<file path="config.mk">
export PLATFORM = sky130hd
export DESIGN_NAME = reset_cause_capture
export DESIGN_NICKNAME = d
export VERILOG_FILES = /design/src/logic/reset_cause_pkg.sv /design/src/logic/irq_unit.sv /design/src/logic/pin_sync.sv /design/src/logic/reset_cause_capture.sv
export SDC_FILE = /design/constraint.sdc
export NUM_CORES = 1
export LEC_CHECK = 0
export BUFFER_PORTS_ARGS = -buffer_cell sky130_fd_sc_hd__buf_2
export CAP_MARGIN = 5
export CORE_ASPECT_RATIO = 2
export CORE_MARGIN = 2
export CORE_UTILIZATION = 52
export DETAILED_ROUTE_END_ITERATION = 10
export GPL_TIMING_DRIVEN = 0
export PLACE_DENSITY = 0.79
export SYNTH_ARGS = -nofsm -noshare
export SYNTH_HDL_FRONTEND = slang
export SYNTH_SLANG_ARGS = --single-unit
</file>
<file path="constraint.sdc">
create_clock -name REF_CLK -period 2.1 [get_ports REF_CLK]
set_clock_uncertainty 0.15 [all_clocks]
set_input_delay 0.315 -clock REF_CLK [delete_from_list [all_inputs] [get_ports REF_CLK]]
set_output_delay 0.315 -clock REF_CLK [all_outputs]
set_load 0.01 [all_outputs]
</file>
<file path="src/logic/reset_cause_pkg.sv">
// Constants and register layout shared by the reset cause capture logic.
// Behaviour
// [RQ1] The master clear pin is an active-low reset input and holds the device in reset while low.
// [RQ2] Secondary-core clear pins reset the secondary core only in dual debug mode.
// [RQ3] A trap conflict reset sets the trap conflict flag at bit 15.
// [RQ4] An illegal opcode, address mode or uninitialised pointer reset sets bit 14.
// [RQ5] Keep-alive bit 8 keeps the regulator active in sleep when one, standby when zero.
// [RQ6] A master clear pin reset sets the pin reset flag at bit 7, nothing else sets it; in the code a software write to bit 7 also sets it.
// [RQ7] Executing the reset instruction sets the instruction reset flag at bit 6.
// [RQ8] A watchdog time-out sets bit 4, which reads zero while no time-out happened.
// [RQ9] Having been in sleep mode sets bit 3, otherwise it stays zero.
// [RQ10] Having been in idle mode sets bit 2, otherwise it stays zero.
// [RQ11] After power-on reset bits 1 and 0 read one and every other implemented bit zero.
// [RQ12] Software may set or clear every flag, and a software set never resets the device.
// [RQ13] Flags are sticky across later resets of other kinds until software clears them.
// [RQ14] Bits 13 to 10 and 5 read zero and ignore writes; bit 9 flags a configuration mismatch.
package reset_cause_pkg;

    localparam int CAUSE_W = 16;
    localparam int DATA_W  = 32;
    localparam int ADDR_W  = 4;

    localparam int BIT_TRAP      = 15;
    localparam int BIT_ILLEGAL   = 14;
    localparam int BIT_CFG       = 9;
    localparam int BIT_KEEPALIVE = 8;
    localparam int BIT_PIN       = 7;
    localparam int BIT_INSTR     = 6;
    localparam int BIT_WDT       = 4;
    localparam int BIT_SLEEP     = 3;
    localparam int BIT_IDLE      = 2;
    localparam int BIT_BROWNOUT  = 1;
    localparam int BIT_POWERON   = 0;

    localparam logic [CAUSE_W-1:0] CAUSE_RESET    = 16'h0003;
    localparam logic [CAUSE_W-1:0] CAUSE_WRITABLE = 16'hC3DF;

    localparam logic [ADDR_W-1:0] OFS_CAUSE    = 4'h0;
    localparam logic [ADDR_W-1:0] OFS_IRQ_STAT = 4'h4;
    localparam logic [ADDR_W-1:0] OFS_IRQ_MASK = 4'h8;

    localparam int SEC_PINS = 3;

endpackage
</file>
<file path="src/logic/irq_unit.sv">
// Sticky interrupt status with write-one-to-clear, a mask and one level output.
`timescale 1ns/100ps
module irq_unit
    import reset_cause_pkg::*;
#(
    parameter int W = CAUSE_W
) (
    input  wire logic         clk,
    input  wire logic         srst,
    input  wire logic [W-1:0] set,
    input  wire logic [W-1:0] clr,
    input  wire logic         mask_we,
    input  wire logic [W-1:0] mask_wen,
    input  wire logic [W-1:0] mask_data,
    output logic      [W-1:0] status,
    output logic      [W-1:0] mask,
    output logic              irq
);
    typedef struct packed {
        logic [W-1:0] stat;
        logic [W-1:0] msk;
        logic         irq;
    } irq_state_t;

    irq_state_t r;
    irq_state_t next_r;

    always_comb begin
        next_r = r;
        // A set arriving in the cycle of its clear wins.
        next_r.stat = (r.stat & ~clr) | set;
        if (mask_we) begin
            next_r.msk = (r.msk & ~mask_wen) | (mask_data & mask_wen);
        end
        next_r.irq = |(next_r.stat & next_r.msk);
    end

    always_ff @(posedge clk) begin
        if (srst) begin
            r <= '0;
        end else begin
            r <= next_r;
        end
    end

    assign status = r.stat;
    assign mask   = r.msk;
    assign irq    = r.irq;
endmodule

</file>
<file path="src/logic/pin_sync.sv">
// Three-stage pin synchroniser with a two-stage agreement filter.
`timescale 1ns/100ps
module pin_sync
    import reset_cause_pkg::*;
#(
    parameter int             W         = 1,
    parameter logic [W-1:0]   IDLE_LVL  = '1
) (
    input  wire logic         clk,
    input  wire logic         srst,
    input  wire logic [W-1:0] pin,
    output logic      [W-1:0] level
);
    typedef struct packed {
        logic [W-1:0] s1;
        logic [W-1:0] s2;
        logic [W-1:0] s3;
        logic [W-1:0] lvl;
    } sync_t;

    sync_t r;
    sync_t next_r;

    always_comb begin
        next_r    = r;
        next_r.s1 = pin;
        next_r.s2 = r.s1;
        next_r.s3 = r.s2;
        // A change is accepted only once the second and third stages agree.
        next_r.lvl = (~(r.s2 ^ r.s3) & r.s2) | ((r.s2 ^ r.s3) & r.lvl);
    end

    always_ff @(posedge clk) begin
        if (srst) begin
            r <= {IDLE_LVL, IDLE_LVL, IDLE_LVL, IDLE_LVL};
        end else begin
            r <= next_r;
        end
    end

    assign level = r.lvl;
endmodule

</file>
<file path="src/logic/reset_cause_capture.sv">
// Reset cause capture with Avalon-MM register access and a cause interrupt.
`timescale 1ns/100ps
module reset_cause_capture
    import reset_cause_pkg::*;
(
    input  wire logic                REF_CLK,
    input  wire logic                SRST,
    // Avalon-MM slave.
    input  wire logic [ADDR_W-1:0]   AVS_ADDRESS,
    input  wire logic                AVS_READ,
    input  wire logic                AVS_WRITE,
    input  wire logic [DATA_W-1:0]   AVS_WRITEDATA,
    input  wire logic [3:0]          AVS_BYTEENABLE,
    output logic      [DATA_W-1:0]   AVS_READDATA,
    output logic                     AVS_WAITREQUEST,
    // Pins from outside the clock domain.
    input  wire logic                MASTER_CLEAR_PIN_N,
    input  wire logic [SEC_PINS-1:0] SECONDARY_CORE_DEBUG_CLEAR_PIN_N,
    // Event strobes and levels from on-chip logic on the same clock.
    input  wire logic                DUAL_DEBUG_MODE,
    input  wire logic                TRAP_CONFLICT_EVENT,
    input  wire logic                ILLEGAL_ACCESS_EVENT,
    input  wire logic                CONFIG_MISMATCH_EVENT,
    input  wire logic                RESET_INSTRUCTION_EVENT,
    input  wire logic                WATCHDOG_TIMEOUT_EVENT,
    input  wire logic                SLEEP_MODE,
    input  wire logic                IDLE_MODE,
    input  wire logic                BROWNOUT_EVENT,
    // Results.
    output logic                     DEVICE_RESET,
    output logic                     SECONDARY_CORE_RESET,
    output logic                     REGULATOR_KEEPALIVE,
    output logic                     IRQ
);

    typedef struct packed {
        logic [CAUSE_W-1:0] cause;
        logic [DATA_W-1:0]  rdata;
        logic               waitreq;
        logic               pin_low_prev;
        logic               sleep_prev;
        logic               idle_prev;
        logic               dev_rst;
        logic               sec_rst;
    } top_state_t;

    top_state_t r;
    top_state_t next_r;

    logic                master_clear_pin_level;
    logic [SEC_PINS-1:0] sec_level;
    logic [CAUSE_W-1:0]  irq_status;
    logic [CAUSE_W-1:0]  irq_mask;
    logic                irq_level;

    logic [CAUSE_W-1:0]  hw_set;
    logic [CAUSE_W-1:0]  lane_mask;
    logic                accept;
    logic                wr_take;
    logic                wr_cause;
    logic                wr_irq_stat;
    logic                wr_irq_mask;
    logic [CAUSE_W-1:0]  irq_clr;
    logic                pin_low;
    logic                any_sec_low;
    logic                hw_reset_req;

    pin_sync #(
        .W        (1),
        .IDLE_LVL (1'b1)
    ) u_master_clear_pin_sync (
        .clk   (REF_CLK),
        .srst  (SRST),
        .pin   (MASTER_CLEAR_PIN_N),
        .level (master_clear_pin_level)
    );

    pin_sync #(
        .W        (SEC_PINS),
        .IDLE_LVL ({SEC_PINS{1'b1}})
    ) u_sec_sync (
        .clk   (REF_CLK),
        .srst  (SRST),
        .pin   (SECONDARY_CORE_DEBUG_CLEAR_PIN_N),
        .level (sec_level)
    );

    // Hardware reset and wake events, one bit per cause flag position.
    always_comb begin
        pin_low     = ~master_clear_pin_level; // RQ1
        any_sec_low = |(~sec_level);
        hw_set      = '0;
        hw_set[BIT_TRAP]     = TRAP_CONFLICT_EVENT; // RQ3
        hw_set[BIT_ILLEGAL]  = ILLEGAL_ACCESS_EVENT; // RQ4
        hw_set[BIT_CFG]      = CONFIG_MISMATCH_EVENT; // RQ14
        // Only the falling edge of the filtered pin marks a new pin reset.
        hw_set[BIT_PIN]      = pin_low & ~r.pin_low_prev; // RQ6
        hw_set[BIT_INSTR]    = RESET_INSTRUCTION_EVENT; // RQ7
        hw_set[BIT_WDT]      = WATCHDOG_TIMEOUT_EVENT; // RQ8
        hw_set[BIT_SLEEP]    = SLEEP_MODE & ~r.sleep_prev; // RQ9
        hw_set[BIT_IDLE]     = IDLE_MODE & ~r.idle_prev; // RQ10
        hw_set[BIT_BROWNOUT] = BROWNOUT_EVENT;
        hw_reset_req = TRAP_CONFLICT_EVENT | ILLEGAL_ACCESS_EVENT | CONFIG_MISMATCH_EVENT
                     | RESET_INSTRUCTION_EVENT | WATCHDOG_TIMEOUT_EVENT | BROWNOUT_EVENT;
    end

    // Bus decode: a request is accepted one edge after it is raised, and
    // the write takes effect at the edge where waitrequest is seen low.
    always_comb begin
        accept    = (AVS_READ | AVS_WRITE) & r.waitreq;
        wr_take   = AVS_WRITE & ~r.waitreq;
        lane_mask = {{8{AVS_BYTEENABLE[1]}}, {8{AVS_BYTEENABLE[0]}}};
        wr_cause    = wr_take & (AVS_ADDRESS == OFS_CAUSE);
        wr_irq_stat = wr_take & (AVS_ADDRESS == OFS_IRQ_STAT);
        wr_irq_mask = wr_take & (AVS_ADDRESS == OFS_IRQ_MASK);
        irq_clr = '0;
        if (wr_irq_stat) begin
            irq_clr = AVS_WRITEDATA[CAUSE_W-1:0] & lane_mask;
        end
    end

    irq_unit #(
        .W (CAUSE_W)
    ) u_irq (
        .clk       (REF_CLK),
        .srst      (SRST),
        .set       (hw_set),
        .clr       (irq_clr),
        .mask_we   (wr_irq_mask),
        .mask_wen  (lane_mask),
        .mask_data (AVS_WRITEDATA[CAUSE_W-1:0]),
        .status    (irq_status),
        .mask      (irq_mask),
        .irq       (irq_level)
    );

    always_comb begin
        next_r = r;
        next_r.pin_low_prev = pin_low;
        next_r.sleep_prev   = SLEEP_MODE;
        next_r.idle_prev    = IDLE_MODE;

        // Software writes touch only implemented bits; unimplemented ones stay zero.
        if (wr_cause) begin
            next_r.cause = (r.cause & ~(lane_mask & CAUSE_WRITABLE))
                         | (AVS_WRITEDATA[CAUSE_W-1:0] & lane_mask & CAUSE_WRITABLE); // RQ12 RQ14
        end
        // Hardware sets override a clear in the same cycle, and nothing but
        // software and SRST clear a flag, so flags survive resets of other kinds.
        next_r.cause = next_r.cause | hw_set; // RQ13

        // The device reset comes only from the master clear pin and hardware reset events; a
        // software write to the cause register is deliberately not a source.
        next_r.dev_rst = pin_low | hw_reset_req; // RQ1 RQ12
        next_r.sec_rst = DUAL_DEBUG_MODE & any_sec_low; // RQ2

        if (accept) begin
            next_r.waitreq = 1'b0;
            next_r.rdata   = '0;
            unique case (AVS_ADDRESS)
                OFS_CAUSE: begin
                    next_r.rdata[CAUSE_W-1:0] = r.cause & CAUSE_WRITABLE; // RQ14
                end
                OFS_IRQ_STAT: begin
                    next_r.rdata[CAUSE_W-1:0] = irq_status;
                end
                OFS_IRQ_MASK: begin
                    next_r.rdata[CAUSE_W-1:0] = irq_mask;
                end
                default: begin
                    next_r.rdata = '0;
                end
            endcase
        end else begin
            next_r.waitreq = 1'b1;
        end
    end

    // SRST is treated as the power-on reset of this block.
    always_ff @(posedge REF_CLK) begin
        if (SRST) begin
            r.cause        <= CAUSE_RESET; // RQ11
            r.rdata        <= '0;
            r.waitreq      <= 1'b1;
            r.pin_low_prev <= 1'b0;
            r.sleep_prev   <= 1'b0;
            r.idle_prev    <= 1'b0;
            r.dev_rst      <= 1'b0;
            r.sec_rst      <= 1'b0;
        end else begin
            r <= next_r;
        end
    end

    assign AVS_READDATA         = r.rdata;
    assign AVS_WAITREQUEST      = r.waitreq;
    assign DEVICE_RESET         = r.dev_rst;
    assign SECONDARY_CORE_RESET = r.sec_rst;
    assign REGULATOR_KEEPALIVE  = r.cause[BIT_KEEPALIVE]; // RQ5
    assign IRQ                  = irq_level;
endmodule

</file>
; Yosys cells after proc, flatten, opt, wreduce, memory -nomap -nowiden
; Index checks and enable logic that the tools add are counted.
; Widths: inputs -> output; s select.
[word_totals]
regBits = 87
inputBits = 57
out_inout_bits = 37
wordCells = 73
[classes]
mux = 5
reduce_logical = 3
eq_ne = 2
bitwise = 44
[op_table]
columns = cell, n
row1 = $and 16x16->16, 5
row2 = $or 16x16->16, 4
row3 = $mux 16, 3
row4 = $not 16->16, 3
row5 = $pmux 16 s3, 1
row6 = $reduce_or 16->1, 1
row7 = $and 1x1->1, 11
row8 = $or 1x1->1, 8
row9 = $and 3x3->3, 2
row10 = $not 1->1, 6
row11 = $not 3->3, 2
row12 = $eq 4x3->1 const B, 1
row13 = $eq 4x4->1 const B, 1
row14 = $logic_not 4->1, 1
row15 = $or 3x3->3, 1
row16 = $reduce_or 3->1, 1
row17 = $xor 3x3->3, 1
row18 = $mux 1, 1
row19 = $xor 1x1->1, 1

; Longest topological paths before layout
[depth]
word_depth = 9
mapped_depth = 8
mapped_depth_nobuf = 6

; Modules after synthesis
; From an unflattened synthesis, not the netlist that was laid out.
[hier_totals]
cells_unflattened = 409
hier_area_um2 = 3694.8
[modules_own_cells]
columns = mod, seq_area_each_um2, area_each_um2, instances, cells_per_inst
row1 = reset_cause_capture, 660.6, 1930.6, 1, 219
row2 = irq_unit, 660.6, 1265.0, 1, 146
row3 = pin_sync (u_sec_sync), 240.2, 384.1, 1, 34
row4 = pin_sync (u_master_clear_pin_sync), 80.1, 115.1, 1, 10

; Worst setup path before layout
; Ideal clock, no wire load.
[synth_timing]
kind = in2reg
startpoint = in AVS_ADDRESS[2]
endpoint = reg u_irq.r, in the netlist u_irq.irq
arrival_time_ns = 1.659
t_required_ns = 1.815
path_buffers = 0
setup_ns = 0.135
setup_slack_ns = 0.155
path_stages = 6
path_cell_list = or4b_4 > nor2_8 > mux2i_1 > o2111ai_1 > nor2_1 > a41oi_2
[synth_between]
elab_chain_cells = 8
word_cells_on_any_way = 11
classes_between = 2 x eq/ne / 2 x mux / 6 x bitwise / 1 x reduce/logical
[synth_rtl]
columns = element, line_no
row1 = from (decl), reset_cause_capture.sv:9  ; input wire logic [ADDR_W-1:0] AVS_ADDRESS,
row2 = $eq 4x3->1, reset_cause_capture.sv:114  ; wr_irq_stat = wr_take & (AVS_ADDRESS == OFS_IRQ_STAT);
row3 = $and 1x1->1, reset_cause_capture.sv:114
row4 = $mux 16, reset_cause_capture.sv:117  ; if (wr_irq_stat) begin
row5 = $not 16->16, irq_unit.sv:31  ; next_r.stat = (r.stat & ~clr) | set;
row6 = $and 16x16->16, irq_unit.sv:31
row7 = $or 16x16->16, irq_unit.sv:31
row8 = $and 16x16->16 (*), irq_unit.sv:35  ; next_r.irq = |(next_r.stat & next_r.msk);
row9 = $reduce_or 16->1 (*), irq_unit.sv:35
row10 = to (signal assigned), irq_unit.sv:42  ; r <= next_r;
row11 = to (decl), irq_unit.sv:25  ; irq_state_t r;
; Every way passes the cells marked *; elsewhere a longest branch is shown, timed or not.
; A chain may end at the register's enable or synchronous reset.

; Final worst setup path
[layout_timing]
startpoint = reg r, in the netlist AVS_WAITREQUEST
endpoint = reg u_irq.r, in the netlist u_irq.irq
[layout_between]
elab_chain_cells = 9
word_cells_on_any_way = 11
classes_between = 2 x mux / 8 x bitwise / 1 x reduce/logical
[layout_rtl]
columns = element, line_no
row1 = from (decl), reset_cause_capture.sv:47  ; top_state_t r;
row2 = from (signal assigned), reset_cause_capture.sv:191  ; r <= next_r;
row3 = $not 1->1 (*), reset_cause_capture.sv:111  ; wr_take = AVS_WRITE & ~r.waitreq;
row4 = $and 1x1->1 (*), reset_cause_capture.sv:111
row5 = $and 1x1->1, reset_cause_capture.sv:114
row6 = $mux 16, reset_cause_capture.sv:117
row7 = $not 16->16, irq_unit.sv:31
row8 = $and 16x16->16, irq_unit.sv:31
row9 = $or 16x16->16, irq_unit.sv:31
row10 = $and 16x16->16 (*), irq_unit.sv:35
row11 = $reduce_or 16->1 (*), irq_unit.sv:35
; Marked as above.

==> results list <==
* Routed wirelength normalized by instance count: 16.8 um
* Initial DRC count: 201
- Setup violations remaining at the end of the flow were counted as 0.
* Vias in the first global route: 3081
* Synth cell count leaders: dfxtp_1, nor2_1, a21oi_1, buf_4, mux2i_1
- Most common cell in the synthesized netlist: dfxtp_1
* Slew headroom: 56.1%
* Nature of the critical path endpoint: flip-flop
* Final-report max-slew violation count: 0
- After synthesis, the largest family of logic cells by area is compound AO/OA/AOI/OAI gates.
* Area delta synth->final: 23.0%
- For this run, the number of standard cells in the final layout without fillers is 566.
- On the worst path, the slowest cell contributes a delay of 0.36 ns.
- Full die area: 0.00749 mm^2
* Clk Latency, worst-skew pair: 0.33 ns
- The worst register-to-register path begins at AVS_WAITREQUEST.
- Number of max-cap violations: 0
- Top-Level Pins: 94
- Initial antenna violation count: 0
- Power per unit of standard cell area: 768 mW/mm^2
- Post-synthesis simple-gate area fraction: 17.4%
* Number of unique standard cell types used by synthesis: 42
- Top cells by area in the synthesized netlist: dfxtp_1, mux2i_1, a21oi_1, buf_4, nor2_1
* Clock-pin transition on the worst setup and hold timing paths: 0.06 ns
- The routed layout has 3126 vias.
* Area share of fa/ha/maj cells after synthesis: 0%
- Most used flip-flop cell after synthesis: dfxtp_1
* Critical-path cell with the highest stage delay: nand3b_1
- Post-synth ARST share: 0%
- 0 antenna diodes ended up in the layout.
* Fraction of post-synthesis cell area in the top cell type by area: 46.6%
- For this run, the number of Yosys warnings is 0.
- Sinks on the clock net: 82
- Master cell of the clock root buffer: clkbuf_16
* First-pass DRT Iterations: 5
* HPWL Detailed: 6840 um
- STA puts the critical path data required time at 2.14 ns.
- Core box area: 0.00657 mm^2
* Synth Register Bits: 82
* Hold Startpoint: SECONDARY_CORE_DEBUG_CLEAR_PIN_N[1]
- Largest net degree at the start of global routing: 14
- Number of H-tree levels: 3
- Overall power consumption: 3.33 mW
- Number of core rows: 42
- Once detail routing completed, the nets flagged for antenna violations numbered 0.
* Worst VDD drop: 0.000624 V
* Setup repair after global routing missed its margin: yes
* Die X-Extent: 62.2 um
* Cell count after placement: 548
- The cell count after synthesis came out at 387.
- Mean area per synthesized cell: 9.10 um^2
- Initial core utilization: 53.6%
- Global routing consumed, over all layers together, 25.6% of the routing resources.
* Worst hold path type: primary input to flip-flop
- The total overflow left after global routing is 0.
* Hold bufs inserted after CTS: 0
* Achievable Freq: 491 MHz
* Share of the clock period used by the worst path: 97.1%
- Final Util: 65.9%
* Die Height: 120 um
- The hold violation count in the final report was 0.
- Critical path start-end classification: flip-flop to flip-flop
- TritonCTS built the clock tree.
- Portion of netlist area occupied by mux cells: 8.24%
- Hold is met by 0.0113 ns.
- Fin nets: 531
- Of the cells placed in the final design, the portion with a size suffix greater than 1 is 30.1%.
- Fin crit period: 2.04 ns
- Sequential fraction of the synthesis area: 46.6%
* Xor/xnor cell area share of the yosys netlist: 0%
- The first global-routing pass estimated 14700 um of wire.
- After routing the design area is 0.00433 mm^2.
- Result of the run: completed
- Gp weighted congestion: 0.852
- Clock buffer count from CTS: 9
- Ordered cell list for the critical path: nand3b_1, nor2_8, mux2i_1, o22ai_1, nor2_1, a41oi_2
- Area of the mapped netlist: 0.00352 mm^2
- The final layout contains routed wiring with a total length of 9530 um.
- Data arrival time of the critical path: 2.08 ns
* Area fraction in compound gates after synthesis: 17.6%
- Dividing the detail-routed via count by the number of cells gives 5.52.
* Number of enable-type register cells in the synthesized netlist: 0
* Launching element type of the critical path: flip-flop
* Worst setup startpoint: AVS_WAITREQUEST
- During placement, the flow inserted port buffers numbering 58.
- Once placement finished, the instance area stood at 0.00398 mm^2.
* Remaining design rule violation count: 0
* Worst-case clock buffer depth: 2
- Critical path peak fanout: 10
- Leak: 1.80 nW
* Measured slew at the worst slew-check pin: 0.658 ns
- Dominant cell type by area after synthesis: dfxtp_1
-- layout by cell type (no fill, tap or decap), types with 3 or more instances in the layout --
cell type and n:
buf_2 62, nand2_1 18, nand3_1 4, or2_2 14, mux2i_1 27, conb_1 16, a22oi_1 16, nand2b_1 9
a21oi_1 50, clkinvlp_4 3, o21bai_1 4, nor2_1 56, dfxtp_1 82, inv_1 4, o221ai_1 7, nor2b_1 6
buf_4 37, clkbuf_1 11, clkbuf_16 9, a21boi_0 3, clkbuf_2 3
-- cell families (layout without fill, tap and decap cells) --
logic type / Yosys count / count (layout)
simple gates: 121 / 121
mux: 29 / 29
flops: 82 / 82
compound gates: 97 / 97
buf+inv: 57 / 133
other cells: 1 / 16
-- layer usage --
layer | global-route usage, % | up-vias | part of all wire, %
met1 | 24.6 | 1470 | 34
met2 | 47.6 | 146 | 54
li1 | - | 1473 | -
met5 | 0 | - | 0
met3 | 5.40 | 37 | 6.4
met4 | 18.3 | 0 | 6.0
-- report_power, final --
part           leakage [nW]  internal, mW  switching (mW)  total (mW)
clock network         0.130         0.855           0.599        1.45
logic                 0.996         0.104           0.155       0.260
registers             0.669          1.59          0.0191        1.61
total                  1.80          2.55           0.774        3.33
-- worst max-delay path, delay by kind of cell, from the launching register on --
kind / cells / cell delay, ns
AOI/OAI and AO/OA: 2 / 0.25
DFF: 1 / 0.35
muxes: 1 / 0.29
and+or+nand+nor: 3 / 0.84
-- final timing paths --
path | slack [ns] | endpoint | cells past startpoint
max | 0.06 | u_irq.irq | 6
min | 0.01 | u_sec_sync.next_r[7] | 2
max reg2reg | 0.06 | u_irq.irq | 6
min reg2reg | 0.26 | u_master_clear_pin_sync.next_r[1] | 1
-- layout make-up --
class | instances | area [um^2]
repair buffers | 61 | 313
multi-input cells | 263 | 1630
fillers | 553 | 2240
clock buffers | 11 | 253
flip-flops and latches | 82 | 1640
clock inverters | 4 | 27.5
plain buffers | 53 | 343
inverters | 4 | 15.0
well taps | 88 | 110
-- flip-flops by register name, indices dropped and copies added (netlist names), named ones only --
| signal | flops |
|---|---|
| AVS_READDATA | 16 |
| AVS_WAITREQUEST | 1 |
| DEVICE_RESET | 1 |
| SECONDARY_CORE_RESET | 1 |
| r | 12 |
| u_irq.irq | 1 |
| u_irq.mask | 16 |
| u_irq.status | 16 |
| u_master_clear_pin_sync.next_r | 2 |
| u_master_clear_pin_sync.r | 1 |
| u_sec_sync.next_r | 6 |
| u_sec_sync.r | 3 |
-- metrics by stage --
stage | setup WS, ns | TNS (ns)
floorplan | 0.155 | 0
global placement | -0.342 | -4.25
global route | -0.00714 | -0.00714
detailed placement | -0.384 | -6.28
CTS | 0.0230 | 0
finish | 0.0614 | 0
-- timing repair --
| action | in CTS | in global routing |
|---|---|---|
| buffers inserted | 2 | 1 |
| resized for setup | 6 | 8 |
| endpoints found under the setup margin | 6 | 8 |
| pin swaps | 0 | 2 |
Note: power is estimated with default switching activity, not from simulation.
